==> config.mk <==
export PLATFORM = sky130hd
export DESIGN_NAME = rsf_core
export DESIGN_NICKNAME = d
export VERILOG_FILES = /design/src/rsf_pkg.sv /design/src/rsf_core.sv
export SDC_FILE = /design/constraint.sdc
export NUM_CORES = 1
export LEC_CHECK = 0
export BUFFER_PORTS_ARGS = -buffer_cell sky130_fd_sc_hd__buf_2
export CORE_ASPECT_RATIO = 0.7
export CORE_MARGIN = 4
export CORE_UTILIZATION = 51
export CTS_BUF_LIST = sky130_fd_sc_hd__clkbuf_2 sky130_fd_sc_hd__clkbuf_4 sky130_fd_sc_hd__clkbuf_8
export DETAILED_ROUTE_END_ITERATION = 7
export PLACE_DENSITY = 0.74
export SYNTH_ARGS = -nofsm -noshare
export SYNTH_HDL_FRONTEND = slang
export SYNTH_SLANG_ARGS = --single-unit
==> constraint.sdc <==
create_clock -name clk -period 2.45 [get_ports clk]
set_input_delay 0.1225 -clock clk [delete_from_list [all_inputs] [get_ports clk]]
set_output_delay 0.1225 -clock clk [all_outputs]
set_load 0.01 [all_outputs]
==> src/rsf_pkg.sv <==
// Purpose: Constants, types and bus carriers for the rotate and set datapath
// Assumes: AXI4-Lite, 32-bit data, one aligned word per register
// Notes:   Byte offsets below are the AXI byte addresses
// How it works
// - Opcode 0100 01da rotates byte left, bit 7 into bit 0, sets N and Z.
// - Opcode 0011 00da rotates right through carry; updates C, N and Z.
// - Opcode 0100 00da rotates right, bit 0 into bit 7, sets N and Z.
// - Opcode 0110 100a writes all ones into the file register, flags untouched.
// - For rotates, d=0 sends result to working register, d=1 back to file.
// - a=0 addresses the fixed access bank; a=1 uses the bank select register.
package rsf_pkg;

   localparam int          ADDR_W          = 8;
   localparam int          DATA_W          = 32;
   localparam int          BYTE_W          = 8;
   localparam int          INSTR_W         = 16;
   localparam int          BANK_W          = 4;
   localparam int          FADDR_W         = 12;

   // Register byte offsets
   localparam logic [7:0]  OFS_INSTR       = 8'h00;
   localparam logic [7:0]  OFS_WREG        = 8'h04;
   localparam logic [7:0]  OFS_BANK        = 8'h08;
   localparam logic [7:0]  OFS_STATUS      = 8'h0c;
   localparam logic [7:0]  OFS_FDATA       = 8'h10;
   localparam logic [7:0]  OFS_FADDR       = 8'h14;

   // Status field positions
   localparam int          ST_C            = 0;
   localparam int          ST_Z            = 1;
   localparam int          ST_N            = 2;
   localparam int          ST_BUSY         = 8;
   localparam int          ST_UNSUP        = 9;

   // Opcode prefixes
   localparam logic [5:0]  OP_RLNC         = 6'h11;  // 0100 01
   localparam logic [5:0]  OP_RRC          = 6'h0c;  // 0011 00
   localparam logic [5:0]  OP_RRNC         = 6'h10;  // 0100 00
   localparam logic [6:0]  OP_SET_REGISTER_ALL_ONES         = 7'h34;  // 0110 100
   localparam int          IB_D            = 9;
   localparam int          IB_A            = 8;

   // Access bank split and the banks used for its lower and upper halves
   localparam logic [7:0]  ACCESS_SPLIT    = 8'h80;
   localparam logic [3:0]  ACCESS_LO_BANK  = 4'h0;
   localparam logic [3:0]  ACCESS_HI_BANK  = 4'hf;

   localparam logic [7:0]  ALL_ONES        = 8'hff;
   localparam logic [7:0]  BYTE_ZERO       = 8'h00;
   localparam logic [1:0]  RESP_OKAY       = 2'h0;
   localparam logic [1:0]  RESP_SLVERR     = 2'h2;

   typedef enum logic [2:0]
   {
      PH_IDLE    = 3'b000,
      PH_DECODE  = 3'b001,
      PH_READ    = 3'b010,
      PH_PROCESS = 3'b011,
      PH_WRITE   = 3'b100
   } rsf_phase_t;

   typedef enum logic [2:0]
   {
      K_NONE     = 3'b000,
      K_RLNC     = 3'b001,
      K_RRC      = 3'b010,
      K_RRNC     = 3'b011,
      K_SET_REGISTER_ALL_ONES     = 3'b100
   } rsf_kind_t;

   typedef enum logic [2:0]
   {
      SEL_NONE   = 3'b000,
      SEL_INSTR  = 3'b001,
      SEL_WREG   = 3'b010,
      SEL_BANK   = 3'b011,
      SEL_STATUS = 3'b100,
      SEL_FDATA  = 3'b101,
      SEL_FADDR  = 3'b110
   } rsf_sel_t;

   typedef struct packed
   {
      logic              awvalid;
      logic [ADDR_W-1:0] awaddr;
      logic              wvalid;
      logic [DATA_W-1:0] wdata;
      logic [3:0]        wstrb;
      logic              bready;
      logic              arvalid;
      logic [ADDR_W-1:0] araddr;
      logic              rready;
   } rsf_axi_req_t;

   typedef struct packed
   {
      logic              awready;
      logic              wready;
      logic              bvalid;
      logic [1:0]        bresp;
      logic              arready;
      logic              rvalid;
      logic [DATA_W-1:0] rdata;
      logic [1:0]        rresp;
   } rsf_axi_rsp_t;

endpackage : rsf_pkg
==> src/rsf_core.sv <==
// Purpose: Rotate and set-all-ones execution datapath behind an AXI4-Lite slave
// Assumes: Software loads the addressed byte into the operand register first
// Notes:   Bus writes to datapath registers are ignored while an instruction runs
//
// Implementation choices: the register offsets and the AXI4-Lite slave port.
`timescale 1ns/1ns
module rsf_core
(
   input  wire logic            clk,
   input  wire logic            srst,
   input  wire logic            ce,
   input  wire rsf_pkg::rsf_axi_req_t axi_req,
   output      rsf_pkg::rsf_axi_rsp_t axi_rsp
);
   import rsf_pkg::*;

   rsf_phase_t               phase;
   rsf_kind_t                kind;
   logic [INSTR_W-1:0]       instr;
   logic [BYTE_W-1:0]        wreg;
   logic [BANK_W-1:0]        bank_select_register;
   logic                     flag_c;
   logic                     flag_z;
   logic                     flag_n;
   logic                     unsup;
   logic [BYTE_W-1:0]        fdata;
   logic [FADDR_W-1:0]       faddr;
   logic [BYTE_W-1:0]        operand;
   logic [BYTE_W-1:0]        result;
   logic                     res_c;
   logic                     aw_got;
   logic                     w_got;
   logic [ADDR_W-1:0]        aw_addr;
   logic [DATA_W-1:0]        w_data;
   logic [3:0]               w_strb;
   logic                     wr_fire;
   rsf_sel_t                 wr_sel;
   rsf_sel_t                 rd_sel;
   logic                     busy;
   logic [DATA_W-1:0]        rd_word;

   // Address decode shared by read and write paths
   function automatic rsf_sel_t decode_addr(input logic [ADDR_W-1:0] addr);
      rsf_sel_t s;
      s = SEL_NONE;
      if (addr == OFS_INSTR)
         s = SEL_INSTR;
      else if (addr == OFS_WREG)
         s = SEL_WREG;
      else if (addr == OFS_BANK)
         s = SEL_BANK;
      else if (addr == OFS_STATUS)
         s = SEL_STATUS;
      else if (addr == OFS_FDATA)
         s = SEL_FDATA;
      else if (addr == OFS_FADDR)
         s = SEL_FADDR;
      return s;
   endfunction : decode_addr

   // Byte-lane merge of write data over an old value
   function automatic logic [DATA_W-1:0] merge(input logic [DATA_W-1:0] old_v,
                                               input logic [DATA_W-1:0] new_v,
                                               input logic [3:0]        strb);
      logic [DATA_W-1:0] m;
      m = old_v;
      for (int i = 0; i < 4; i++)
      begin
         if (strb[i])
            m[i*8 +: 8] = new_v[i*8 +: 8];
      end
      return m;
   endfunction : merge

   assign busy    = (phase != PH_IDLE);
   assign wr_fire = aw_got && w_got && !axi_rsp.bvalid;
   assign wr_sel  = decode_addr(aw_addr);
   assign rd_sel  = decode_addr(axi_req.araddr);

   // All bus channels in one process; write address and data taken in either order
   always_ff @(posedge clk)
   begin
      if (srst)
      begin
         aw_got          <= 1'b0;
         w_got           <= 1'b0;
         aw_addr         <= '0;
         w_data          <= '0;
         w_strb          <= '0;
         axi_rsp.awready <= 1'b1;
         axi_rsp.wready  <= 1'b1;
         axi_rsp.bvalid  <= 1'b0;
         axi_rsp.bresp   <= RESP_OKAY;
         axi_rsp.arready <= 1'b1;
         axi_rsp.rvalid  <= 1'b0;
         axi_rsp.rdata   <= '0;
         axi_rsp.rresp   <= RESP_OKAY;
      end
      else if (ce)
      begin
         if (axi_req.awvalid && axi_rsp.awready)
         begin
            aw_got          <= 1'b1;
            aw_addr         <= axi_req.awaddr;
            axi_rsp.awready <= 1'b0;
         end
         if (axi_req.wvalid && axi_rsp.wready)
         begin
            w_got          <= 1'b1;
            w_data         <= axi_req.wdata;
            w_strb         <= axi_req.wstrb;
            axi_rsp.wready <= 1'b0;
         end
         if (wr_fire)
         begin
            aw_got         <= 1'b0;
            w_got          <= 1'b0;
            axi_rsp.bvalid <= 1'b1;
            axi_rsp.bresp  <= (wr_sel == SEL_NONE) ? RESP_SLVERR : RESP_OKAY;
         end
         else if (axi_rsp.bvalid && axi_req.bready)
         begin
            axi_rsp.bvalid  <= 1'b0;
            axi_rsp.awready <= 1'b1;
            axi_rsp.wready  <= 1'b1;
         end
         if (axi_req.arvalid && axi_rsp.arready)
         begin
            axi_rsp.arready <= 1'b0;
            axi_rsp.rvalid  <= 1'b1;
            axi_rsp.rdata   <= rd_word;
            axi_rsp.rresp   <= (rd_sel == SEL_NONE) ? RESP_SLVERR : RESP_OKAY;
         end
         else if (axi_rsp.rvalid && axi_req.rready)
         begin
            axi_rsp.rvalid  <= 1'b0;
            axi_rsp.arready <= 1'b1;
         end
      end
   end

   // Read data mux
   always_comb
   begin
      rd_word = '0;
      if (rd_sel == SEL_INSTR)
         rd_word[INSTR_W-1:0] = instr;
      else if (rd_sel == SEL_WREG)
         rd_word[BYTE_W-1:0] = wreg;
      else if (rd_sel == SEL_BANK)
         rd_word[BANK_W-1:0] = bank_select_register;
      else if (rd_sel == SEL_STATUS)
      begin
         rd_word[ST_C]     = flag_c;
         rd_word[ST_Z]     = flag_z;
         rd_word[ST_N]     = flag_n;
         rd_word[ST_BUSY]  = busy;
         rd_word[ST_UNSUP] = unsup;
      end
      else if (rd_sel == SEL_FDATA)
         rd_word[BYTE_W-1:0] = fdata;
      else if (rd_sel == SEL_FADDR)
         rd_word[FADDR_W-1:0] = faddr;
   end

   // Instruction cycle sequencer
   always_ff @(posedge clk)
   begin
      if (srst)
      begin
         phase <= PH_IDLE;
         instr <= '0;
      end
      else if (ce)
      begin
         case (phase)
            PH_IDLE:
            begin
               if (wr_fire && wr_sel == SEL_INSTR)
               begin
                  instr <= INSTR_W'(merge({16'h0000, instr}, w_data, w_strb));
                  phase <= PH_DECODE;
               end
            end
            PH_DECODE:  phase <= PH_READ;
            PH_READ:    phase <= PH_PROCESS;
            PH_PROCESS: phase <= PH_WRITE;
            PH_WRITE:   phase <= PH_IDLE;
            default:    phase <= PH_IDLE;
         endcase
      end
   end

   // Decode phase: opcode class and unsupported flag
   always_ff @(posedge clk)
   begin
      if (srst)
      begin
         kind  <= K_NONE;
         unsup <= 1'b0;
      end
      else if (ce && phase == PH_DECODE)
      begin
         unsup <= 1'b0;
         if (instr[15:10] == OP_RLNC)
            kind <= K_RLNC;
         else if (instr[15:10] == OP_RRC)
            kind <= K_RRC;
         else if (instr[15:10] == OP_RRNC)
            kind <= K_RRNC;
         else if (instr[15:9] == OP_SET_REGISTER_ALL_ONES)
            kind <= K_SET_REGISTER_ALL_ONES;
         else
         begin
            kind  <= K_NONE;
            unsup <= 1'b1;
         end
      end
   end

   // Read phase: effective address and operand fetch
   always_ff @(posedge clk)
   begin
      if (srst)
      begin
         faddr   <= '0;
         operand <= '0;
      end
      else if (ce && phase == PH_READ)
      begin
         operand <= fdata;
         if (instr[IB_A])
            faddr <= {bank_select_register, instr[7:0]};
         else if (instr[7:0] < ACCESS_SPLIT)
            faddr <= {ACCESS_LO_BANK, instr[7:0]};
         else
            faddr <= {ACCESS_HI_BANK, instr[7:0]};
      end
   end

   // Process phase: rotate or fill
   always_ff @(posedge clk)
   begin
      if (srst)
      begin
         result <= '0;
         res_c  <= 1'b0;
      end
      else if (ce && phase == PH_PROCESS)
      begin
         res_c <= flag_c;
         case (kind)
            K_RLNC:  result <= {operand[6:0], operand[7]};
            K_RRC:
            begin
               result <= {flag_c, operand[7:1]};
               res_c  <= operand[0];
            end
            K_RRNC:  result <= {operand[0], operand[7:1]};
            K_SET_REGISTER_ALL_ONES:  result <= ALL_ONES;
            default: result <= operand;
         endcase
      end
   end

   // Working register
   always_ff @(posedge clk)
   begin
      if (srst)
         wreg <= '0;
      else if (ce)
      begin
         if (phase == PH_WRITE && kind != K_NONE && kind != K_SET_REGISTER_ALL_ONES && !instr[IB_D])
            wreg <= result;
         else if (!busy && wr_fire && wr_sel == SEL_WREG)
            wreg <= BYTE_W'(merge({24'h000000, wreg}, w_data, w_strb));
      end
   end

   // File operand register
   always_ff @(posedge clk)
   begin
      if (srst)
         fdata <= '0;
      else if (ce)
      begin
         if (phase == PH_WRITE && (kind == K_SET_REGISTER_ALL_ONES || (kind != K_NONE && instr[IB_D])))
            fdata <= result;
         else if (!busy && wr_fire && wr_sel == SEL_FDATA)
            fdata <= BYTE_W'(merge({24'h000000, fdata}, w_data, w_strb));
      end
   end

   // Bank select register
   always_ff @(posedge clk)
   begin
      if (srst)
         bank_select_register <= '0;
      else if (ce && !busy && wr_fire && wr_sel == SEL_BANK)
         bank_select_register <= BANK_W'(merge({28'h0000000, bank_select_register},
                                               w_data, w_strb));
   end

   // Status flags
   always_ff @(posedge clk)
   begin
      if (srst)
      begin
         flag_c <= 1'b0;
         flag_z <= 1'b0;
         flag_n <= 1'b0;
      end
      else if (ce)
      begin
         if (phase == PH_WRITE && kind != K_NONE && kind != K_SET_REGISTER_ALL_ONES)
         begin
            flag_n <= result[7];
            flag_z <= (result == BYTE_ZERO);
            flag_c <= res_c;
         end
         else if (!busy && wr_fire && wr_sel == SEL_STATUS && w_strb[0])
         begin
            flag_c <= w_data[ST_C];
            flag_z <= w_data[ST_Z];
            flag_n <= w_data[ST_N];
         end
      end
   end

endmodule : rsf_core

Yosys cells after proc, flatten, opt, wreduce, memory -nomap -nowiden
Index checks and enable logic that the tools add are counted.
W data, S select, Z words.
{"block": "totals", "register_bits": 128, "input_bits": 60, "out_inout_bits": 41, "wordCells": 192}
{"block": "classes", "magnitude_cmp": 1, "n_eq_ne": 35, "n_mux": 68, "reduce_logical": 60}
{"op": "$mux W12", "n": 9}
{"op": "$mux W8", "n": 8}
{"op": "$mux W3", "n": 19}
{"op": "$eq A8 B4 Y1 const B", "n": 4}
{"op": "$eq A8 B5 Y1 const B", "n": 4}
{"op": "$pmux W8 S4", "n": 1}
{"op": "$eq A3 B2 Y1 const B", "n": 8}
{"op": "$logic_and A1 B1 Y1", "n": 24}
{"op": "$logic_not A8 Y1", "n": 3}
{"op": "$reduce_and A2 Y1", "n": 11}
{"op": "$eq A3 B3 Y1 const B", "n": 7}
{"op": "$mux W1", "n": 18}
{"op": "$reduce_bool A2 Y1", "n": 9}
{"op": "$eq A8 B3 Y1 const B", "n": 2}
{"op": "$mux W4", "n": 4}
{"op": "$mux W2", "n": 7}
{"op": "$eq A3 B1 Y1 const B", "n": 4}
{"op": "$eq A6 B5 Y1 const B", "n": 2}
{"op": "$pmux W3 S4", "n": 1}
{"op": "$logic_not A3 Y1", "n": 3}
{"op": "$lt A8 B8 Y1 const B", "n": 1}
{"op": "$reduce_and A4 Y1", "n": 2}
{"op": "$eq A7 B6 Y1 const B", "n": 1}
{"op": "$eq A6 B4 Y1 const B", "n": 1}
{"op": "7 further kinds", "n": 11}

Depth between registers and ports, before layout
{"block": "logic_depth", "depth_word": 19, "mapped_depth": 7, "depth_no_buf": 5}

Least setup slack after synthesis
No wires, ideal clock.
{"block": "synth_path", "path_type": "flip-flop to flip-flop", "from": "register phase[2]", "to": "register wreg[6]", "setup_time_ns": 0.079, "arrival_time_ns": 1.721, "required_ns": 2.371, "setup_slack_ns": 0.649, "path_stages_with_launch": 8, "period_less_slack_ns": 1.801, "cell_sequence": "dfxtp_1 buf_4 or3b_4 or4_4 o21ai_4 buf_8 nor2_2 a211oi_2"}
{"block": "synth_between", "elab_chain_len": 6}
{"element": "start: declaration", "line_no": "rsf_core.sv:17", "text": "rsf_phase_t phase;"}
{"element": "start signal: assignment", "line_no": "rsf_core.sv:171", "text": "phase <= PH_IDLE;"}
{"element": "start signal: assignment", "line_no": "rsf_core.sv:182", "text": "phase <= PH_DECODE;"}
{"element": "start signal: assignment", "line_no": "rsf_core.sv:185", "text": "PH_DECODE: phase <= PH_READ;"}
{"element": "$eq A3 B3 Y1 or $reduce_bool A3 Y1 (tied branches)", "line_no": "rsf_core.sv:273, rsf_core.sv:75"}
{"element": "$logic_and A1 B1 Y1 or $logic_not A1 Y1 (tied branches)", "line_no": "rsf_core.sv:273, rsf_core.sv:275"}
{"element": "$logic_and A1 B1 Y1 (on tied branches) (2 in series)", "line_no": "rsf_core.sv:273, rsf_core.sv:275"}
{"element": "$reduce_bool A2 Y1 (no source line)"}
{"element": "$reduce_and A3 Y1 (no source line)"}
{"element": "end signal: assignment", "line_no": "rsf_core.sv:274", "text": "wreg <= result;"}
{"element": "end signal: assignment", "line_no": "rsf_core.sv:276", "text": "wreg <= BYTE_W'(merge({24'h000000, wreg}, w_data, w_strb));"}
{"element": "end: declaration", "line_no": "rsf_core.sv:20", "text": "logic [BYTE_W-1:0] wreg;"}
Several ways; a longest one is shown, not always the timed one.
A chain may end at the register's enable or synchronous reset.

Worst setup path after layout
{"block": "layout_path", "from": "register aw_addr[5]", "to": "register fdata[2]"}
{"block": "layout_between", "elab_chain_len": 11}
{"element": "start: declaration", "line_no": "rsf_core.sv:33", "text": "logic [ADDR_W-1:0] aw_addr;"}
{"element": "start signal: assignment", "line_no": "rsf_core.sv:104", "text": "aw_addr <= axi_req.awaddr;"}
{"element": "$eq A8 B5 Y1", "line_no": "rsf_core.sv:56", "text": "else if (addr == OFS_FADDR)"}
{"element": "$mux W3", "line_no": "rsf_core.sv:56"}
{"element": "$mux W3", "line_no": "rsf_core.sv:54", "text": "else if (addr == OFS_FDATA)"}
{"element": "$mux W3", "line_no": "rsf_core.sv:52", "text": "else if (addr == OFS_STATUS)"}
{"element": "$mux W3", "line_no": "rsf_core.sv:50", "text": "else if (addr == OFS_BANK)"}
{"element": "$mux W3", "line_no": "rsf_core.sv:48", "text": "else if (addr == OFS_WREG)"}
{"element": "$mux W3 (*)", "line_no": "rsf_core.sv:46", "text": "if (addr == OFS_INSTR)"}
{"element": "$eq A3 B3 Y1 (*)", "line_no": "rsf_core.sv:289", "text": "else if (!busy && wr_fire && wr_sel == SEL_FDATA)"}
{"element": "$logic_and A1 B1 Y1 (*)", "line_no": "rsf_core.sv:289"}
{"element": "$reduce_bool A2 Y1 (no source line) (*)"}
{"element": "$reduce_and A3 Y1 (no source line) (*)"}
{"element": "end signal: assignment", "line_no": "rsf_core.sv:288", "text": "fdata <= result;"}
{"element": "end signal: assignment", "line_no": "rsf_core.sv:290", "text": "fdata <= BYTE_W'(merge({24'h000000, fdata}, w_data, w_strb));"}
{"element": "end: declaration", "line_no": "rsf_core.sv:26", "text": "logic [BYTE_W-1:0] fdata;"}
Mark *: on every way between the ends. The rest lies on a longest branch, timed or not.

==> results.py <==
metrics = {
    "clock_tree": {
        "cts_sinks": 126,
        "cts_max_level": 4,
        "cts_setup_buffers": 0,
        "insertion_delay_ps": 440,
        "clk_path_buf_depth": 2,
        "clk_pin_slew_worst_paths_ps": 70,
        "cts_tree": "done",
        "root_buffer": "clkbuf_8",
        "cts_buffers": 17,
    },
    "die": {
        "rows": 32,
        "die_w_um": 136,
        "core_area_um2": 11100,
        "start_util_pct": 52.4,
        "die_area_um2": 13200,
        "die_h_um": 97.3,
        "ios": 101,
    },
    "power": {
        "max-vdd-ir-drop_v": 0.000432,
        "p_leak_nw": 2.60,
        "internal-power_mw": 3.23,
        "clockPowerShare_pct": 43.1,
        "pwr-share-comb_pct": 7.3,
        "power.switching_mw": 1.05,
        "swShare_pct": 24.4,
        "cellPowerDensity_nw_per_um2": 619,
        "seq_power_share_pct": 49.6,
    },
    "finish": {
        "layout.nets": 852,
        "design_area_um2": 6900,
        "diodes": 0,
        "fillers": 953,
        "drive_gt1_share_pct": 16.9,
        "area_delta_synth_final_pct": 18.7,
    },
    "synthesis": {
        "synthTopCellsByCount": "129 x nand2_1, 126 x dfxtp_1, 75 x nor2_1, 70 x a21oi_1, 39 x mux2i_1",
        "synthDistinctLibCells": 60,
        "syn_inst": 710,
        "ys_ff_latch": 126,
        "yosys.area.top_type": "dfxtp_1",
        "yosys_warnings": 0,
        "syn-mean-instance-area_um2": 8.19,
        "synth_area_leaders": "dfxtp_1 43%, nand2_1 8.3%, mux2i_1 6.7%",
        "ys_async_sr_fraction_pct": 0,
        "syn_area_um2": 5820,
        "yosysMostFrequentCell": "nand2_1",
        "synth-seq-area-share_pct": 43.4,
        "synth_ff_type": "dfxtp_1",
        "yosysTopAreaCellShare_pct": 43.4,
        "synth_edf_count": 0,
    },
    "route": {
        "routed_via_density": 5.73,
        "drt_pass1_iterations": 5,
        "wl_per_cell_um": 16.5,
        "drtAntennaViolNets": 0,
        "wl_um": 15800,
        "drt_iter0_drc": 414,
        "drc": 0,
        "num_vias": 5486,
    },
    "sta": {
        "finalSetupTns_ps": 0,
        "slew_viol_final": 0,
        "setup_violations": 0,
        "fin_worst_skew_ps": 10.5,
        "fin_crit_sh_pct": 82.4,
        "fin_crit_ps": 2020,
        "finalHoldViolations": 0,
        "tightest_slew_ps": 792,
        "fmax_ghz": 0.495,
        "hold_ws_ps": 21.9,
        "rsz0062_at_grt": "false",
        "maxSlewHeadroom_pct": 47.2,
    },
    "global_route": {
        "grt_antenna_before_repair": 0,
        "grt_max_degree": 57,
        "grt_pass1_vias": 5280,
        "grt_pass1_wl_um": 25800,
        "globalRouteOverflowTotal": 0,
        "gr-usage-all-layers_pct": 24.2,
    },
    "worst_hold_path": {
        "hp-class": "input pin to register",
        "hp-start": "axi_req[0]",
    },
    "setup_path": {
        "worstPathRequired_ps": 2750,
        "endpoint_kind": "register",
        "path_max_fanout": 8,
        "cp-startpoint": "aw_addr[5]",
        "r2r_start": "aw_addr[5]",
        "worstSetupStartpointType": "register",
        "critical_path_arrival_ps": 2310,
        "critPathKind": "register to register",
    },
    "placement": {
        "routabilityCongestion": 0.842,
        "placed_area_um2": 6190,
        "port_buffers": 64,
        "hpwlAfterDp_um": 10900,
    },
    "job": {
        "drv_cap": 0,
    },
    "run_status": {
        "outcome": "completed",
    },
}
## worst max-delay path, cell delays in order, from the launching register on
cell     delay [ps]
dfxtp_1         330
or4_1           530
nor2_1          220
nand4_2         420
mux2i_1         290
o22ai_1          90
## path summary, 6_finish.rpt
check | endpoint | slack [ps] | cells past startpoint
max | fdata[2] | 430 | 5
min reg2reg | axi_rsp[2] | 450 | 2
min | axi_rsp[35] | 20 | 3
max reg2reg | fdata[2] | 430 | 5
## placed cells by master (no fill, tap or decap), drive strengths merged, types with 4 or more instances in the layout
cell	n
nand2	129
dfxtp	126
buf	83
nor2	77
a21oi	70
mux2i	39
dlygate4sd3	30
a211oi	26
clkbuf	22
o21ai	19
conb	18
nor3	17
a31oi	12
inv	12
nand3	10
nor2b	10
nor4	10
and2	8
o22ai	8
o311ai	7
o221ai	7
clkinv	6
and3	5
nand2b	4
a22oi	4
## power by group through the flow
stage | clock network (mW) | logic [mW] | registers, mW
6_report | 1.84 | 0.312 | 2.12
5_1_grt | 1.95 | 0.343 | 2.12
4_1_cts | 1.85 | 0.306 | 2.12
3_5_place_dp | 0 | 0.268 | 2.17
3_3_place_gp | 0 | 0.261 | 2.16
2_1_floorplan | 0 | 0.192 | 2.16
## per-layer routing
layer	track usage [%]	part of all wire, %	up-vias
met5	0	0	-
li1	-	-	2638
met4	8.06	1.5	0
met3	5.12	7.1	24
met2	38.3	46	213
met1	33.0	46	2611
## cells by family after synthesis
| family | after synthesis | share of synthesized area, % |
|---|---|---|
| flip-flops | 126 | 43.4 |
| other | 1 | 0.0645 |
| buffers and inverters | 80 | 6.80 |
| AO/OA/AOI/OAI | 171 | 18.8 |
| AND/OR/NAND/NOR | 289 | 22.9 |
| multiplexers | 43 | 8.07 |
## through the flow
step	util, %	instances	power (mW)	setup WS [ps]
after floorplan	-	727	2.35	649
after global placement	55.9	896	2.42	545
after detailed placement	55.9	896	2.43	467
final	62.2	958	4.27	432
after CTS	62.2	958	4.27	455
after global routing	62.2	958	4.42	272
## registers in the layout, indices dropped and copies added (netlist names), 2 cells and up
name                  count
operand                   8
wreg                      8
axi_rsp                  23
w_strb                    2
phase                     3
w_data                   16
instr                    16
aw_addr                   8
faddr                    12
result                    8
kind                      3
fdata                     8
bank_select_register      4
## timing repair
item                                   4_1_cts  5_1_grt
hold buffers                                30        0
endpoints found under the hold margin       28        0
resized for setup                            0        0
## layout make-up
class	instances	area (um2)	share of cell area, %
multi-input cells	521	2970	43.0
flip-flops and latches	126	2520	36.5
repair buffers	113	766	11.1
clock buffers	22	297	4.30
well taps	153	191	2.77
clock inverters	10	111	1.61
inverters	13	48.8	0.707
No activity file was read; power rests on OpenSTA's default activity.
